[src/design/uart_rx_status_regs.vh]
// register offsets, field positions and reset values of the receive status block
`ifndef UART_RX_STATUS_REGS_VH
`define UART_RX_STATUS_REGS_VH

// ==========================================================
// register offsets
`define LS_MASK_ADDR      8'h03
`define LS_FLAGS_ADDR     8'h04
`define SC_MASK_ADDR      8'h05
`define SC_FLAGS_ADDR     8'h06

// ==========================================================
// widths and reset values
`define REG_W             8
`define FIELD_W           6
`define MASK_RESET        6'h00
`define FLAGS_RESET       6'h00
`define RDATA_RESET       8'h00
`define TAG_W             4

// ==========================================================
// line status fields
`define LS_CTS_BIT        7
`define LS_NOISE_BIT      5
`define LS_BREAK_BIT      4
`define LS_FRAME_BIT      3
`define LS_PARITY_BIT     2
`define LS_OVERRUN_BIT    1
`define LS_STALE_BIT      0

// ==========================================================
// per-character tag fields held in the tag queue
`define TAG_NOISE         3
`define TAG_BREAK         2
`define TAG_FRAME         1
`define TAG_PARITY        0

// ==========================================================
// special character fields
`define SC_ADDR_BIT       5
`define SC_BREAK_BIT      4
`define SC_MATCH_W        4
`define SC_MATCH_LSB      0

`endif

[src/design/rx_tag_queue.v]
// per-character error tags kept in step with the receive queue
`timescale 1ns/1ps
module rx_tag_queue #(
    parameter WIDTH = 4,
    parameter DEPTH = 128,
    parameter AW    = 7
) (
    // clock and reset
    input  wire             clk_i,
    input  wire             reset_n_i,
    // fill side
    input  wire             push_i,
    input  wire [WIDTH-1:0] tag_i,
    // drain side
    input  wire             pop_i,
    output wire [WIDTH-1:0] tag_o,
    // level
    output wire             full_o,
    output wire             empty_o
);
    reg [WIDTH-1:0] mem [0:DEPTH-1];
    reg [AW-1:0]    wr_ptr_ff;
    reg [AW-1:0]    rd_ptr_ff;
    reg [AW:0]      count_ff;
    wire            do_push;
    wire            do_pop;

    // a full queue refuses the newcomer even if a pop lands in the same cycle
    assign full_o  = (count_ff == DEPTH[AW:0]);
    assign empty_o = (count_ff == {(AW+1){1'b0}});
    assign do_push = push_i & ~full_o;
    assign do_pop  = pop_i & ~empty_o;
    assign tag_o   = mem[rd_ptr_ff];

    always @(posedge clk_i) begin
        if (do_push) begin
            mem[wr_ptr_ff] <= tag_i;
        end
    end

    always @(posedge clk_i or negedge reset_n_i) begin
        if (!reset_n_i) begin
            wr_ptr_ff <= {AW{1'b0}};
            rd_ptr_ff <= {AW{1'b0}};
            count_ff  <= {(AW+1){1'b0}};
        end else begin
            if (do_push) begin
                wr_ptr_ff <= (wr_ptr_ff == DEPTH[AW-1:0] - 1'b1) ? {AW{1'b0}} : wr_ptr_ff + 1'b1;
            end
            if (do_pop) begin
                rd_ptr_ff <= (rd_ptr_ff == DEPTH[AW-1:0] - 1'b1) ? {AW{1'b0}} : rd_ptr_ff + 1'b1;
            end
            if (do_push & ~do_pop) begin
                count_ff <= count_ff + 1'b1;
            end else if (do_pop & ~do_push) begin
                count_ff <= count_ff - 1'b1;
            end
        end
    end
endmodule // rx_tag_queue

[src/design/stale_timer.v]
// counts timeout units since the youngest character entered or one left
`timescale 1ns/1ps
module stale_timer #(
    parameter W = 8
) (
    // clock and reset
    input  wire         clk_i,
    input  wire         reset_n_i,
    // control
    input  wire [W-1:0] period_i,
    input  wire         restart_i,
    input  wire         armed_i,
    input  wire         tick_i,
    // result
    output reg          expire_o
);
    reg [W-1:0] cnt_ff;
    reg         done_ff;

    always @(posedge clk_i or negedge reset_n_i) begin
        if (!reset_n_i) begin
            cnt_ff   <= {W{1'b0}};
            done_ff  <= 1'b0;
            expire_o <= 1'b0;
        end else begin
            expire_o <= 1'b0;
            if (restart_i) begin
                cnt_ff  <= {W{1'b0}};
                done_ff <= 1'b0;
            end else if (armed_i && tick_i && !done_ff && period_i != {W{1'b0}}) begin
                // fires once on the tick after the count has reached the period
                if (cnt_ff >= period_i) begin
                    done_ff  <= 1'b1;
                    expire_o <= 1'b1;
                end else begin
                    cnt_ff <= cnt_ff + 1'b1;
                end
            end
        end
    end
endmodule // stale_timer

[src/design/uart_rx_status_interrupts.v]
// receive line status, special character flags and their summary bits
//
// Overview of operation
// - line mask bits 5..0 gate flags into summary0
// - error flags follow last read character, read-persistent
// - status bit 7 mirrors clear-to-send input live
// - noise during character tagged, shown in bit 5
// - break stores zero character tagged, bit 4
// - wrong stop bits tag framing error, bit 3
// - parity error bit 2; ninth bit in multidrop
// - arrival when full dropped, overrun bit 1 set
// - stale flag after period; zero period disables
// - stale timer restarts on push or pop
// - special mask bits 5..0 gate into summary1
// - special mask bits reset to zero
// - special flags clear on read; address bit 5
// - line break sets special bit 4
// - flow characters set bits 3..0 when detection enabled
// - summary0 sets on enabled line flag, clears on read
// - summary1 sets on enabled special flag, clears on read
// - multidrop mode disables receive parity checking
`timescale 1ns/1ps
`include "uart_rx_status_regs.vh"
module uart_rx_status_interrupts #(
    parameter DEPTH    = 128,
    parameter AW       = 7,
    parameter PERIOD_W = 8
) (
    // clock and reset
    input  wire                clk_i,
    input  wire                reset_n_i,
    // register bank access
    input  wire [7:0]          reg_addr_i,
    input  wire                reg_wr_i,
    input  wire                reg_rd_i,
    input  wire [7:0]          reg_wdata_i,
    output reg  [7:0]          reg_rdata_o,
    // receive holding register and main status reads
    input  wire                holding_rd_i,
    input  wire                main_status_rd_i,
    // receiver character events
    input  wire                rx_char_valid_i,
    input  wire                rx_noise_i,
    input  wire                rx_break_i,
    input  wire                rx_frame_err_i,
    input  wire                rx_parity_err_i,
    input  wire                rx_ninth_bit_i,
    input  wire [3:0]          rx_flow_match_i,
    // modem line and control settings
    input  wire                clear_to_send_i,
    input  wire                multidrop_en_i,
    input  wire                special_char_detect_en_i,
    input  wire [PERIOD_W-1:0] stale_period_i,
    input  wire                stale_tick_i,
    // summary bits toward the main status register
    output reg                 line_error_summary_o,
    output reg                 special_char_summary_o,
    // queue level
    output reg                 queue_full_o
);

    // ==========================================================
    // declarations
    reg  [`FIELD_W-1:0] line_status_irq_mask_ff;
    reg  [`FIELD_W-1:0] nxt_line_status_irq_mask;
    reg  [`FIELD_W-1:0] special_char_irq_mask_ff;
    reg  [`FIELD_W-1:0] nxt_special_char_irq_mask;
    reg  [`FIELD_W-1:0] special_char_irq_flags_ff;
    reg  [`FIELD_W-1:0] nxt_special_char_irq_flags;
    reg  [`TAG_W-1:0]   cur_tag_ff;
    reg  [`TAG_W-1:0]   nxt_cur_tag;
    reg                 overrun_flag_ff;
    reg                 nxt_overrun_flag;
    reg                 stale_data_flag_ff;
    reg                 nxt_stale_data_flag;
    reg  [7:0]          nxt_rdata;
    reg                 nxt_line_summary;
    reg                 nxt_special_summary;
    reg  [`FIELD_W-1:0] sc_set;
    reg  [`TAG_W-1:0]   push_tag;
    wire [`TAG_W-1:0]   head_tag;
    wire                q_full;
    wire                q_empty;
    wire                push;
    wire                pop;
    wire                stale_expire;
    wire [`FIELD_W-1:0] line_status_flags;
    wire                wr_ls_mask;
    wire                wr_sc_mask;
    wire                rd_ls_flags;
    wire                rd_sc_flags;
    wire [`FIELD_W-1:0] line_routed;
    wire [`FIELD_W-1:0] special_routed;
    genvar              gi;

    // ==========================================================
    // register decode
    assign wr_ls_mask  = reg_wr_i && (reg_addr_i == `LS_MASK_ADDR);
    assign wr_sc_mask  = reg_wr_i && (reg_addr_i == `SC_MASK_ADDR);
    assign rd_ls_flags = reg_rd_i && (reg_addr_i == `LS_FLAGS_ADDR);
    assign rd_sc_flags = reg_rd_i && (reg_addr_i == `SC_FLAGS_ADDR);

    // ==========================================================
    // character tags
    // a character arriving while the queue is full is not stored
    assign push = rx_char_valid_i & ~q_full;
    assign pop  = holding_rd_i & ~q_empty;

    always @* begin
        push_tag              = {`TAG_W{1'b0}};
        push_tag[`TAG_NOISE]  = rx_noise_i;
        push_tag[`TAG_BREAK]  = rx_break_i;
        push_tag[`TAG_FRAME]  = rx_frame_err_i;
        // multidrop carries the ninth bit instead of a parity check
        push_tag[`TAG_PARITY] = multidrop_en_i ? rx_ninth_bit_i : rx_parity_err_i;
    end

    rx_tag_queue #(
        .WIDTH (`TAG_W),
        .DEPTH (DEPTH),
        .AW    (AW)
    ) u_tag_queue (
        .clk_i     (clk_i),
        .reset_n_i (reset_n_i),
        .push_i    (push),
        .tag_i     (push_tag),
        .pop_i     (pop),
        .tag_o     (head_tag),
        .full_o    (q_full),
        .empty_o   (q_empty)
    );

    // the tags of the character just read out replace the old ones
    always @* begin
        nxt_cur_tag = cur_tag_ff;
        if (pop) begin
            nxt_cur_tag = head_tag;
        end
    end

    // ==========================================================
    // overrun
    always @* begin
        nxt_overrun_flag = overrun_flag_ff;
        // drop below maximum or status read clears, a new overrun wins
        if (rd_ls_flags || !q_full) begin
            nxt_overrun_flag = 1'b0;
        end
        if (rx_char_valid_i && q_full) begin
            nxt_overrun_flag = 1'b1;
        end
    end

    // ==========================================================
    // stale data
    stale_timer #(
        .W (PERIOD_W)
    ) u_stale_timer (
        .clk_i     (clk_i),
        .reset_n_i (reset_n_i),
        .period_i  (stale_period_i),
        .restart_i (push | pop),
        .armed_i   (~q_empty),
        .tick_i    (stale_tick_i),
        .expire_o  (stale_expire)
    );

    always @* begin
        nxt_stale_data_flag = stale_data_flag_ff;
        if (stale_expire) begin
            nxt_stale_data_flag = 1'b1;
        end
        // an expiry in the same cycle as a push or pop is overridden, the event clears the flag
        if (push || pop) begin
            nxt_stale_data_flag = 1'b0;
        end
        if (stale_period_i == {PERIOD_W{1'b0}}) begin
            nxt_stale_data_flag = 1'b0;
        end
    end

    // ==========================================================
    // line status view
    assign line_status_flags = {cur_tag_ff[`TAG_NOISE],
                                cur_tag_ff[`TAG_BREAK],
                                cur_tag_ff[`TAG_FRAME],
                                cur_tag_ff[`TAG_PARITY],
                                overrun_flag_ff,
                                stale_data_flag_ff};

    // ==========================================================
    // mask registers
    always @* begin
        nxt_line_status_irq_mask  = line_status_irq_mask_ff;
        nxt_special_char_irq_mask = special_char_irq_mask_ff;
        if (wr_ls_mask) begin
            nxt_line_status_irq_mask = reg_wdata_i[`FIELD_W-1:0];
        end
        if (wr_sc_mask) begin
            nxt_special_char_irq_mask = reg_wdata_i[`FIELD_W-1:0];
        end
    end

    // ==========================================================
    // special character flags
    always @* begin
        sc_set = {`FIELD_W{1'b0}};
        if (rx_char_valid_i) begin
            sc_set[`SC_ADDR_BIT] = multidrop_en_i & rx_ninth_bit_i;
            sc_set[`SC_BREAK_BIT] = rx_break_i;
            if (special_char_detect_en_i) begin
                sc_set[`SC_MATCH_LSB +: `SC_MATCH_W] = rx_flow_match_i;
            end
        end
    end

    always @* begin
        nxt_special_char_irq_flags = special_char_irq_flags_ff;
        if (rd_sc_flags) begin
            nxt_special_char_irq_flags = `FLAGS_RESET;
        end
        // an event in the reading cycle survives for the next read
        nxt_special_char_irq_flags = nxt_special_char_irq_flags | sc_set;
    end

    // ==========================================================
    // per-bit routing of flags through their enables
    generate
        for (gi = 0; gi < `FIELD_W; gi = gi + 1) begin : g_route
            // a clear enable keeps its flag out of the summary bit
            assign line_routed[gi]    = line_status_flags[gi] &
                                        line_status_irq_mask_ff[gi];
            assign special_routed[gi] = special_char_irq_flags_ff[gi] &
                                        special_char_irq_mask_ff[gi];
        end
    endgenerate

    // ==========================================================
    // summary bits
    always @* begin
        nxt_line_summary    = line_error_summary_o;
        nxt_special_summary = special_char_summary_o;
        if (main_status_rd_i) begin
            nxt_line_summary    = 1'b0;
            nxt_special_summary = 1'b0;
        end
        // a flag still standing sets the bit again, so set wins over read
        if (|line_routed) begin
            nxt_line_summary = 1'b1;
        end
        if (|special_routed) begin
            nxt_special_summary = 1'b1;
        end
    end

    // ==========================================================
    // read data
    always @* begin
        nxt_rdata = `RDATA_RESET;
        if (reg_rd_i) begin
            case (reg_addr_i)
                `LS_MASK_ADDR: begin
                    nxt_rdata[`FIELD_W-1:0] = line_status_irq_mask_ff;
                end
                `LS_FLAGS_ADDR: begin
                    nxt_rdata[`FIELD_W-1:0] = line_status_flags;
                    // sampled live, so the value after reset follows the pin
                    nxt_rdata[`LS_CTS_BIT]  = clear_to_send_i;
                end
                `SC_MASK_ADDR: begin
                    nxt_rdata[`FIELD_W-1:0] = special_char_irq_mask_ff;
                end
                `SC_FLAGS_ADDR: begin
                    nxt_rdata[`FIELD_W-1:0] = special_char_irq_flags_ff;
                end
                default: begin
                    nxt_rdata = `RDATA_RESET;
                end
            endcase
        end
    end

    // ==========================================================
    // mask registers
    // masks change only on a host write, so they sit apart from the event flags
    always @(posedge clk_i or negedge reset_n_i) begin
        if (!reset_n_i) begin
            line_status_irq_mask_ff   <= `MASK_RESET;
            special_char_irq_mask_ff  <= `MASK_RESET;
        end else begin
            line_status_irq_mask_ff   <= nxt_line_status_irq_mask;
            special_char_irq_mask_ff  <= nxt_special_char_irq_mask;
        end
    end

    // ==========================================================
    // special character flags register
    always @(posedge clk_i or negedge reset_n_i) begin
        if (!reset_n_i) begin
            special_char_irq_flags_ff <= `FLAGS_RESET;
        end else begin
            special_char_irq_flags_ff <= nxt_special_char_irq_flags;
        end
    end

    // ==========================================================
    // line status registers
    // tags of the character in hand, plus the two queue-level flags
    always @(posedge clk_i or negedge reset_n_i) begin
        if (!reset_n_i) begin
            cur_tag_ff                <= {`TAG_W{1'b0}};
            overrun_flag_ff           <= 1'b0;
            stale_data_flag_ff        <= 1'b0;
        end else begin
            cur_tag_ff                <= nxt_cur_tag;
            overrun_flag_ff           <= nxt_overrun_flag;
            stale_data_flag_ff        <= nxt_stale_data_flag;
        end
    end

    // ==========================================================
    // summary outputs
    always @(posedge clk_i or negedge reset_n_i) begin
        if (!reset_n_i) begin
            line_error_summary_o      <= 1'b0;
            special_char_summary_o    <= 1'b0;
        end else begin
            line_error_summary_o      <= nxt_line_summary;
            special_char_summary_o    <= nxt_special_summary;
        end
    end

    // ==========================================================
    // read data and queue level outputs
    // both registered so every port comes straight from a flop
    always @(posedge clk_i or negedge reset_n_i) begin
        if (!reset_n_i) begin
            reg_rdata_o               <= `RDATA_RESET;
            queue_full_o              <= 1'b0;
        end else begin
            reg_rdata_o               <= nxt_rdata;
            queue_full_o              <= q_full;
        end
    end

endmodule // uart_rx_status_interrupts

[config.mk]
export PLATFORM = sky130hd
export DESIGN_NAME = uart_rx_status_interrupts
export DESIGN_NICKNAME = d
export VERILOG_FILES = /design/src/design/rx_tag_queue.v /design/src/design/stale_timer.v /design/src/design/uart_rx_status_interrupts.v
export VERILOG_INCLUDE_DIRS = /design/src /design/src/design
export SDC_FILE = /design/constraint.sdc
export NUM_CORES = 1
export LEC_CHECK = 0
export BUFFER_PORTS_ARGS = -buffer_cell sky130_fd_sc_hd__buf_2
export CAP_MARGIN = 10
export CORE_AREA = 5 5 225 227
export DETAILED_ROUTE_END_ITERATION = 6
export DIE_AREA = 0 0 230 232
export GPL_TIMING_DRIVEN = 1
export PLACE_DENSITY_LB_ADDON = 0.25
export SYNTH_ARGS = -nofsm -noshare
export SYNTH_HDL_FRONTEND = slang
export SYNTH_SLANG_ARGS = --single-unit
[constraint.sdc]
create_clock -name clk_i -period 6.2 [get_ports clk_i]
set_input_delay 0.93 -clock clk_i [delete_from_list [all_inputs] [get_ports clk_i]]
set_output_delay 0.93 -clock clk_i [all_outputs]
set_load 0.1 [all_outputs]
* Word-level counts from Yosys, hierarchy flattened *
Memories as Yosys holds them, arrays and structs flattened. A register that Yosys moved wholly into a read port is not among the register bits.
Index checks and enable logic that the tools add are counted.

cells by class
  add/subtract/negate cells = 5
  magnitude comparators = 1
  muxes and demuxes = 30
  reductions and logical operators = 27
  bitwise operators = 25
  equal/unequal tests = 8

operators with widths
  kind                 count
  $mux 8               6
  $eq 8x3->1 const B   3
  $pmux 6 s4           1
  $and 1x1->1          19
  $mux 1               18
  $add 8x1->8 const B  2
  $logic_not 8->1      2
  $add 7x1->7 const B  2
  $eq 7x7->1 const B   2
  $mux 7               2
  $mux 6               2
  $reduce_bool 2->1    6
  $reduce_or 6->1      2
  $eq 8x2->1 const B   1
  $eq 8x8->1 const B   1
  $ge 8x8->1           1
  $logic_and 1x1->1    8
  $reduce_bool 8->1    1
  $sub 8x1->8 const B  1
  $or 6x6->6           1
  $mux 4               1
  $not 1->1            4
  $reduce_and 2->1     2
  $logic_not 1->1      3
  other kinds (4)      5

word-level totals
  flip-flop bits (word level) = 63
  memory bits (writable) = 512
  output and inout port bits = 11
  logic and storage cells = 112
  memories = 1

memory list
  name             words  bits a word  rd ports  clocked after Yosys merged registers in  wr ports  RTL line           text
  u_tag_queue.mem  128    4            1         1                                        1         rx_tag_queue.v:21  reg [WIDTH-1:0] mem [0:DEPTH-1];

* Depth between registers and ports, before layout *
  depth after elaboration = 8
  depth in mapped cells = 14
  mapped depth without buffers = 14

* By module *
From an unflattened synthesis, not the netlist that was laid out.

second synthesis, totals
  cells, all modules = 1390
  area, all modules = 24120.6 um^2

modules (own cells, without submodules)
  module                     area each (um^2)  cells an instance  instances  sequential area each (um^2)
  rx_tag_queue               21792.2           1186               1          15925.3
  uart_rx_status_interrupts  1565.3            124                1          850.8
  stale_timer                763.2             80                 1          250.2

* Worst setup path before layout *
OpenSTA, ideal clock, no wires.

  path type = input-to-reg
  from = input port rx_char_valid_i
  to = register u_tag_queue.count_ff[5]
  data required time = 6075 ps
  library setup time = 125 ps
  path slack = 3029 ps
  arrival = 3046 ps
  buffers on the path = 1
  cell stages on the path = 12
  cells stage by stage = clkbuf_1 nand2_1 inv_2 ha_1 inv_1 ha_1 a21oi_1 a21boi_0 o21ai_0 nor2b_1 xnor2_1 mux2_2

on the way
  longest elaborated chain between the ends = 5

ends and longest elaborated chain
  what                           RTL line                         text
  from (decl)                    uart_rx_status_interrupts.v:42   input wire rx_char_valid_i,
  $and 1x1->1 *                  uart_rx_status_interrupts.v:106  assign push = rx_char_valid_i & ~q_full;
  $and 1x1->1 *                  rx_tag_queue.v:31                assign do_push = push_i & ~full_o;
  named net u_tag_queue.do_push  rx_tag_queue.v:25                wire do_push;
  $not 1->1                      rx_tag_queue.v:55                end else if (do_pop & ~do_push) begin
  $and 1x1->1                    rx_tag_queue.v:55
  $reduce_bool 2->1 (no line)    n/a
  to (signal assigned)           rx_tag_queue.v:45                count_ff <= {(AW+1){1'b0}};
  to (signal assigned)           rx_tag_queue.v:54                count_ff <= count_ff + 1'b1;
  to (signal assigned)           rx_tag_queue.v:56                count_ff <= count_ff - 1'b1;
  to (decl)                      rx_tag_queue.v:24                reg [AW:0] count_ff;

Mark *: on every way through the listed nets, which the timed path passes. The rest lies on a longest branch.
A chain may end at the register's enable or synchronous reset.

* Worst setup path in the final report *
  from = register u_tag_queue.count_ff[2]
  to = register u_tag_queue.count_ff[5]

on the way
  longest elaborated chain between the ends = 7

ends and longest elaborated chain
  what
  branches (longest 7 deep; another with $sub 8x1->8)

Parallel ways; which one is timed is not known. The select of a mux whose other input is x is not followed.

==> impl_metrics.ini <==
[power]
vdd_ir_drop_max_mv = 0.199
share_seq_of_total_power_pct = 44.7
power.share.switching_pct = 29.1
total_switching_power_w = 0.00298
power.clock.fraction_pct = 33.7
power-per-cell-area_nw_per_um2 = 386
power.share.combinational_pct = 21.5
intPower_w = 0.00727
static_leakage_nw = 8.96

[global_routing]
wire_length_of_the_first_global_routing_pass_mm = 79.3
global_route.usage.total_pct = 19.4
pin_count_of_the_biggest_net_entering_global_routing = 106
antenna_violations_before_repair = 0
grt-ovfl-total = 0
vias_in_the_first_global_route = 13100

[sta]
achievable-frequency_mhz = 281
setup_slack_ns = 2.64
timing.setup.tns_ns = 0
post-route-period-util_pct = 57.4
setup_violations = 0
grt_setup_unrepaired = false
layout_min_cycle_time_ns = 3.56
final_max_slew_viol_count = 0
final_hold_viol_count = 0
worst_slew_pin_slew_ns = 1.17
max_slew_margin_pct = 21.8
clock_skew_ns = 0.0166

[routing]
vias_per_cell = 5.93
detail_route.first_pass.iterations = 5
wl_per_cell_um = 24.0
drt_iter0_markers = 1194
drc = 0
wirelength_mm = 51.5
vias = 12700
drtAntennaViolNets = 0

[place]
placement.io_buffers = 51
dpl_worst_slack_ns = 2.20
post-dp-hpwl_mm = 30.9
placed_cells_incl_taps = 2041
place.gp.congestion = 0.830

[yosys]
share_of_the_yosys_chip_area_belonging_to_registers_pct = 71.2
post-synth-top-area-cell = sky130_fd_sc_hd__edfxtp_1
synth_edf_count = 512
synth_common_cells = 512 x sky130_fd_sc_hd__edfxtp_1, 149 x sky130_fd_sc_hd__nor2_1, 117 x sky130_fd_sc_hd__mux2i_1
ys_dominant_reg_cell = sky130_fd_sc_hd__edfxtp_1
synth_top_area_share_pct = 64.3
asyncSetResetFlopFracSynth_pct = 11.4
mappedNetlistNets = 1490
post_synth_main_area_contributors = sky130_fd_sc_hd__edfxtp_1 64%, sky130_fd_sc_hd__mux4_2 7.3%, sky130_fd_sc_hd__dfrtp_1 6.9%
synth_area_per_cell_um2 = 16.8
ys_types = 72
synthesis.area_um2 = 23900
yosys_warnings = 0
ffs_latches_synth = 578
netlist_instances = 1425
synth_most_common_cell = sky130_fd_sc_hd__edfxtp_1

[setup_path]
timing.critical_path.slowest_stage_cell = sky130_fd_sc_hd__dfrtp_1
timing.critical_path.slowest_cell_delay_ns = 0.42
cpMostUsedCell = sky130_fd_sc_hd__ha_1
worst-path-max-fanout = 11
crit_type = flip-flop to flip-flop
required_ns = 6.69
critical_path_arrival_ns = 4.05
crit_path_cell_trace = nor4_1, nand2_1, o21a_1, clkinv_1, ha_1, inv_1, ha_1, a21oi_1, a21boi_0, o21ai_0, nor2b_1, xnor2_1, mux2_2
cp-start-kind = flip-flop
end_kind = flip-flop

[final_layout]
antenna_cells_inserted = 0
design.final.nets = 1542
layout-drive-gt1-share_pct = 16.9
area_growth_pct = 10.9
fin_cells = 2144

[clock_network]
postCtsSetupBuffers = 0
post_cts_resized = 0
htree_levels = 2
count_of_hold_buffers_inserted_by_post_cts_repair = 0
cts_root_buffer = sky130_fd_sc_hd__clkbuf_16
cts.reportedPaths.clkPinSlew_ns = 0.06
ctsLongestPathBuffers = 3
tritoncts_clock_tree = done
number_of_clock_sinks = 578
clkLatencyLatePin_ns = 0.62
cts_inserted_buffers = 56

[die]
die_width_um = 230
fp-row-count = 81
ios = 55
die_area_um2 = 53400
chipHeight_um = 232
initial_utilization_pct = 49.4
fp.coreArea_um2 = 48400

[job]
number_of_max_capacitance_violations_reported = 0

[min_path]
hold_path_class = flip-flop to flip-flop

[run_status]
run_status = finished clean
cell usage in the layout, fill, tap and decap left out, types with 15 or more instances in the layout:
master	n
sky130_fd_sc_hd__dfrtp_1	63
sky130_fd_sc_hd__nand2_1	67
sky130_fd_sc_hd__o21ai_0	28
sky130_fd_sc_hd__buf_2	48
sky130_fd_sc_hd__nand3_1	23
sky130_fd_sc_hd__a21oi_1	44
sky130_fd_sc_hd__clkinv_1	17
sky130_fd_sc_hd__ha_1	20
sky130_fd_sc_hd__edfxtp_1	512
sky130_fd_sc_hd__mux2i_1	117
sky130_fd_sc_hd__buf_4	20
sky130_fd_sc_hd__mux4_2	78
sky130_fd_sc_hd__a22o_1	15
sky130_fd_sc_hd__a22oi_1	39
sky130_fd_sc_hd__nor2_1	148
sky130_fd_sc_hd__clkbuf_16	56
cell type report:
class | count | area, um^2
inverters | 18 | 67.6
clock buffers | 65 | 1440
repair buffers | 70 | 430
clock inverters | 38 | 428
multi-input cells | 753 | 6350
fillers | 3746 | 21900
flip-flops and latches | 578 | 17000
well taps | 622 | 778
state kept, by name, indices dropped and copies added, names as in the netlist:
name / count
special_char_irq_mask_ff: 6
u_tag_queue.wr_ptr_ff: 7
line_status_irq_mask_ff: 6
reg_rdata_o: 7
u_tag_queue.mem: 512
special_char_irq_flags_ff: 6
queue_full_o: 1
u_stale_timer.cnt_ff: 8
u_stale_timer.expire_o: 1
u_stale_timer.done_ff: 1
stale_data_flag_ff: 1
overrun_flag_ff: 1
special_char_summary_o: 1
line_error_summary_o: 1
u_tag_queue.count_ff: 8
u_tag_queue.rd_ptr_ff: 7
cur_tag_ff: 4
power by group through the flow:
| stage | registers, W | clock network, W | logic (W) |
|---|---|---|---|
| finish | 0.00459 | 0.00346 | 0.00221 |
| global route | 0.00461 | 0.00369 | 0.00237 |
| CTS | 0.00458 | 0.00351 | 0.00222 |
| detailed placement | 0.00466 | 0 | 0.00221 |
| global placement | 0.00466 | 0 | 0.00219 |
| floorplan | 0.00455 | 0 | 0.00160 |
critical path, delay by kind of cell (launching register included):
kind,cells,cell delay [ns]
XOR/XNOR,1,0.07
multiplexers,1,0.25
flip-flops,1,0.42
buffers and inverters,2,0.44
AO/OA/AOI/OAI,4,0.90
AND/OR/NAND/NOR,3,0.72
adder cells (fa/ha/maj),2,0.63
routing by layer:
metal  track usage, %  wire [um]  vias to the layer above
met5                0          0                        -
met4             5.23       1240                        0
met3             3.25       3040                       83
met2             32.8      25600                      383
met1             26.6      21600                     6549
li1                 -          -                     5709
metrics by stage:
stage	util, %	power (W)	hold slack (ns)	area, um^2
floorplan	-	0.00615	0.445	23900
global placement	50.9	0.00685	0.469	24700
detailed placement	50.9	0.00688	0.474	24700
CTS	54.8	0.0103	0.487	26500
global route	54.8	0.0107	0.522	26500
finish	54.8	0.0103	0.483	26500
cells by family (layout without fill, tap and decap cells):
family | after synthesis | in the layout | share of synthesized area (%)
buffers and inverters | 94 | 191 | 2.32
and+or+nand+nor | 296 | 296 | 5.44
other | 1 | 1 | 0.0157
AOI/OAI and AO/OA | 195 | 195 | 5.58
muxes | 223 | 223 | 13.7
DFF | 578 | 578 | 71.2
xor gates and xnor gates | 17 | 17 | 0.623
adders and majority gates | 21 | 21 | 1.13
final timing paths:
path                                    startpoint                  endpoint  slack, ns  depth (start not counted)
setup reg to reg           u_tag_queue.count_ff[2]   u_tag_queue.count_ff[5]       2.64                         13
setup / recovery           u_tag_queue.count_ff[2]   u_tag_queue.count_ff[5]       2.64                         13
hold reg to reg              u_stale_timer.done_ff     u_stale_timer.done_ff       0.48                          1
max in group asynchronous                reset_n_i  u_tag_queue.rd_ptr_ff[0]       5.02                          2
min in group asynchronous                reset_n_i            reg_rdata_o[1]       0.51                          2
hold / removal               u_stale_timer.done_ff     u_stale_timer.done_ff       0.48                          1
Power figures use the tool's default switching activity.
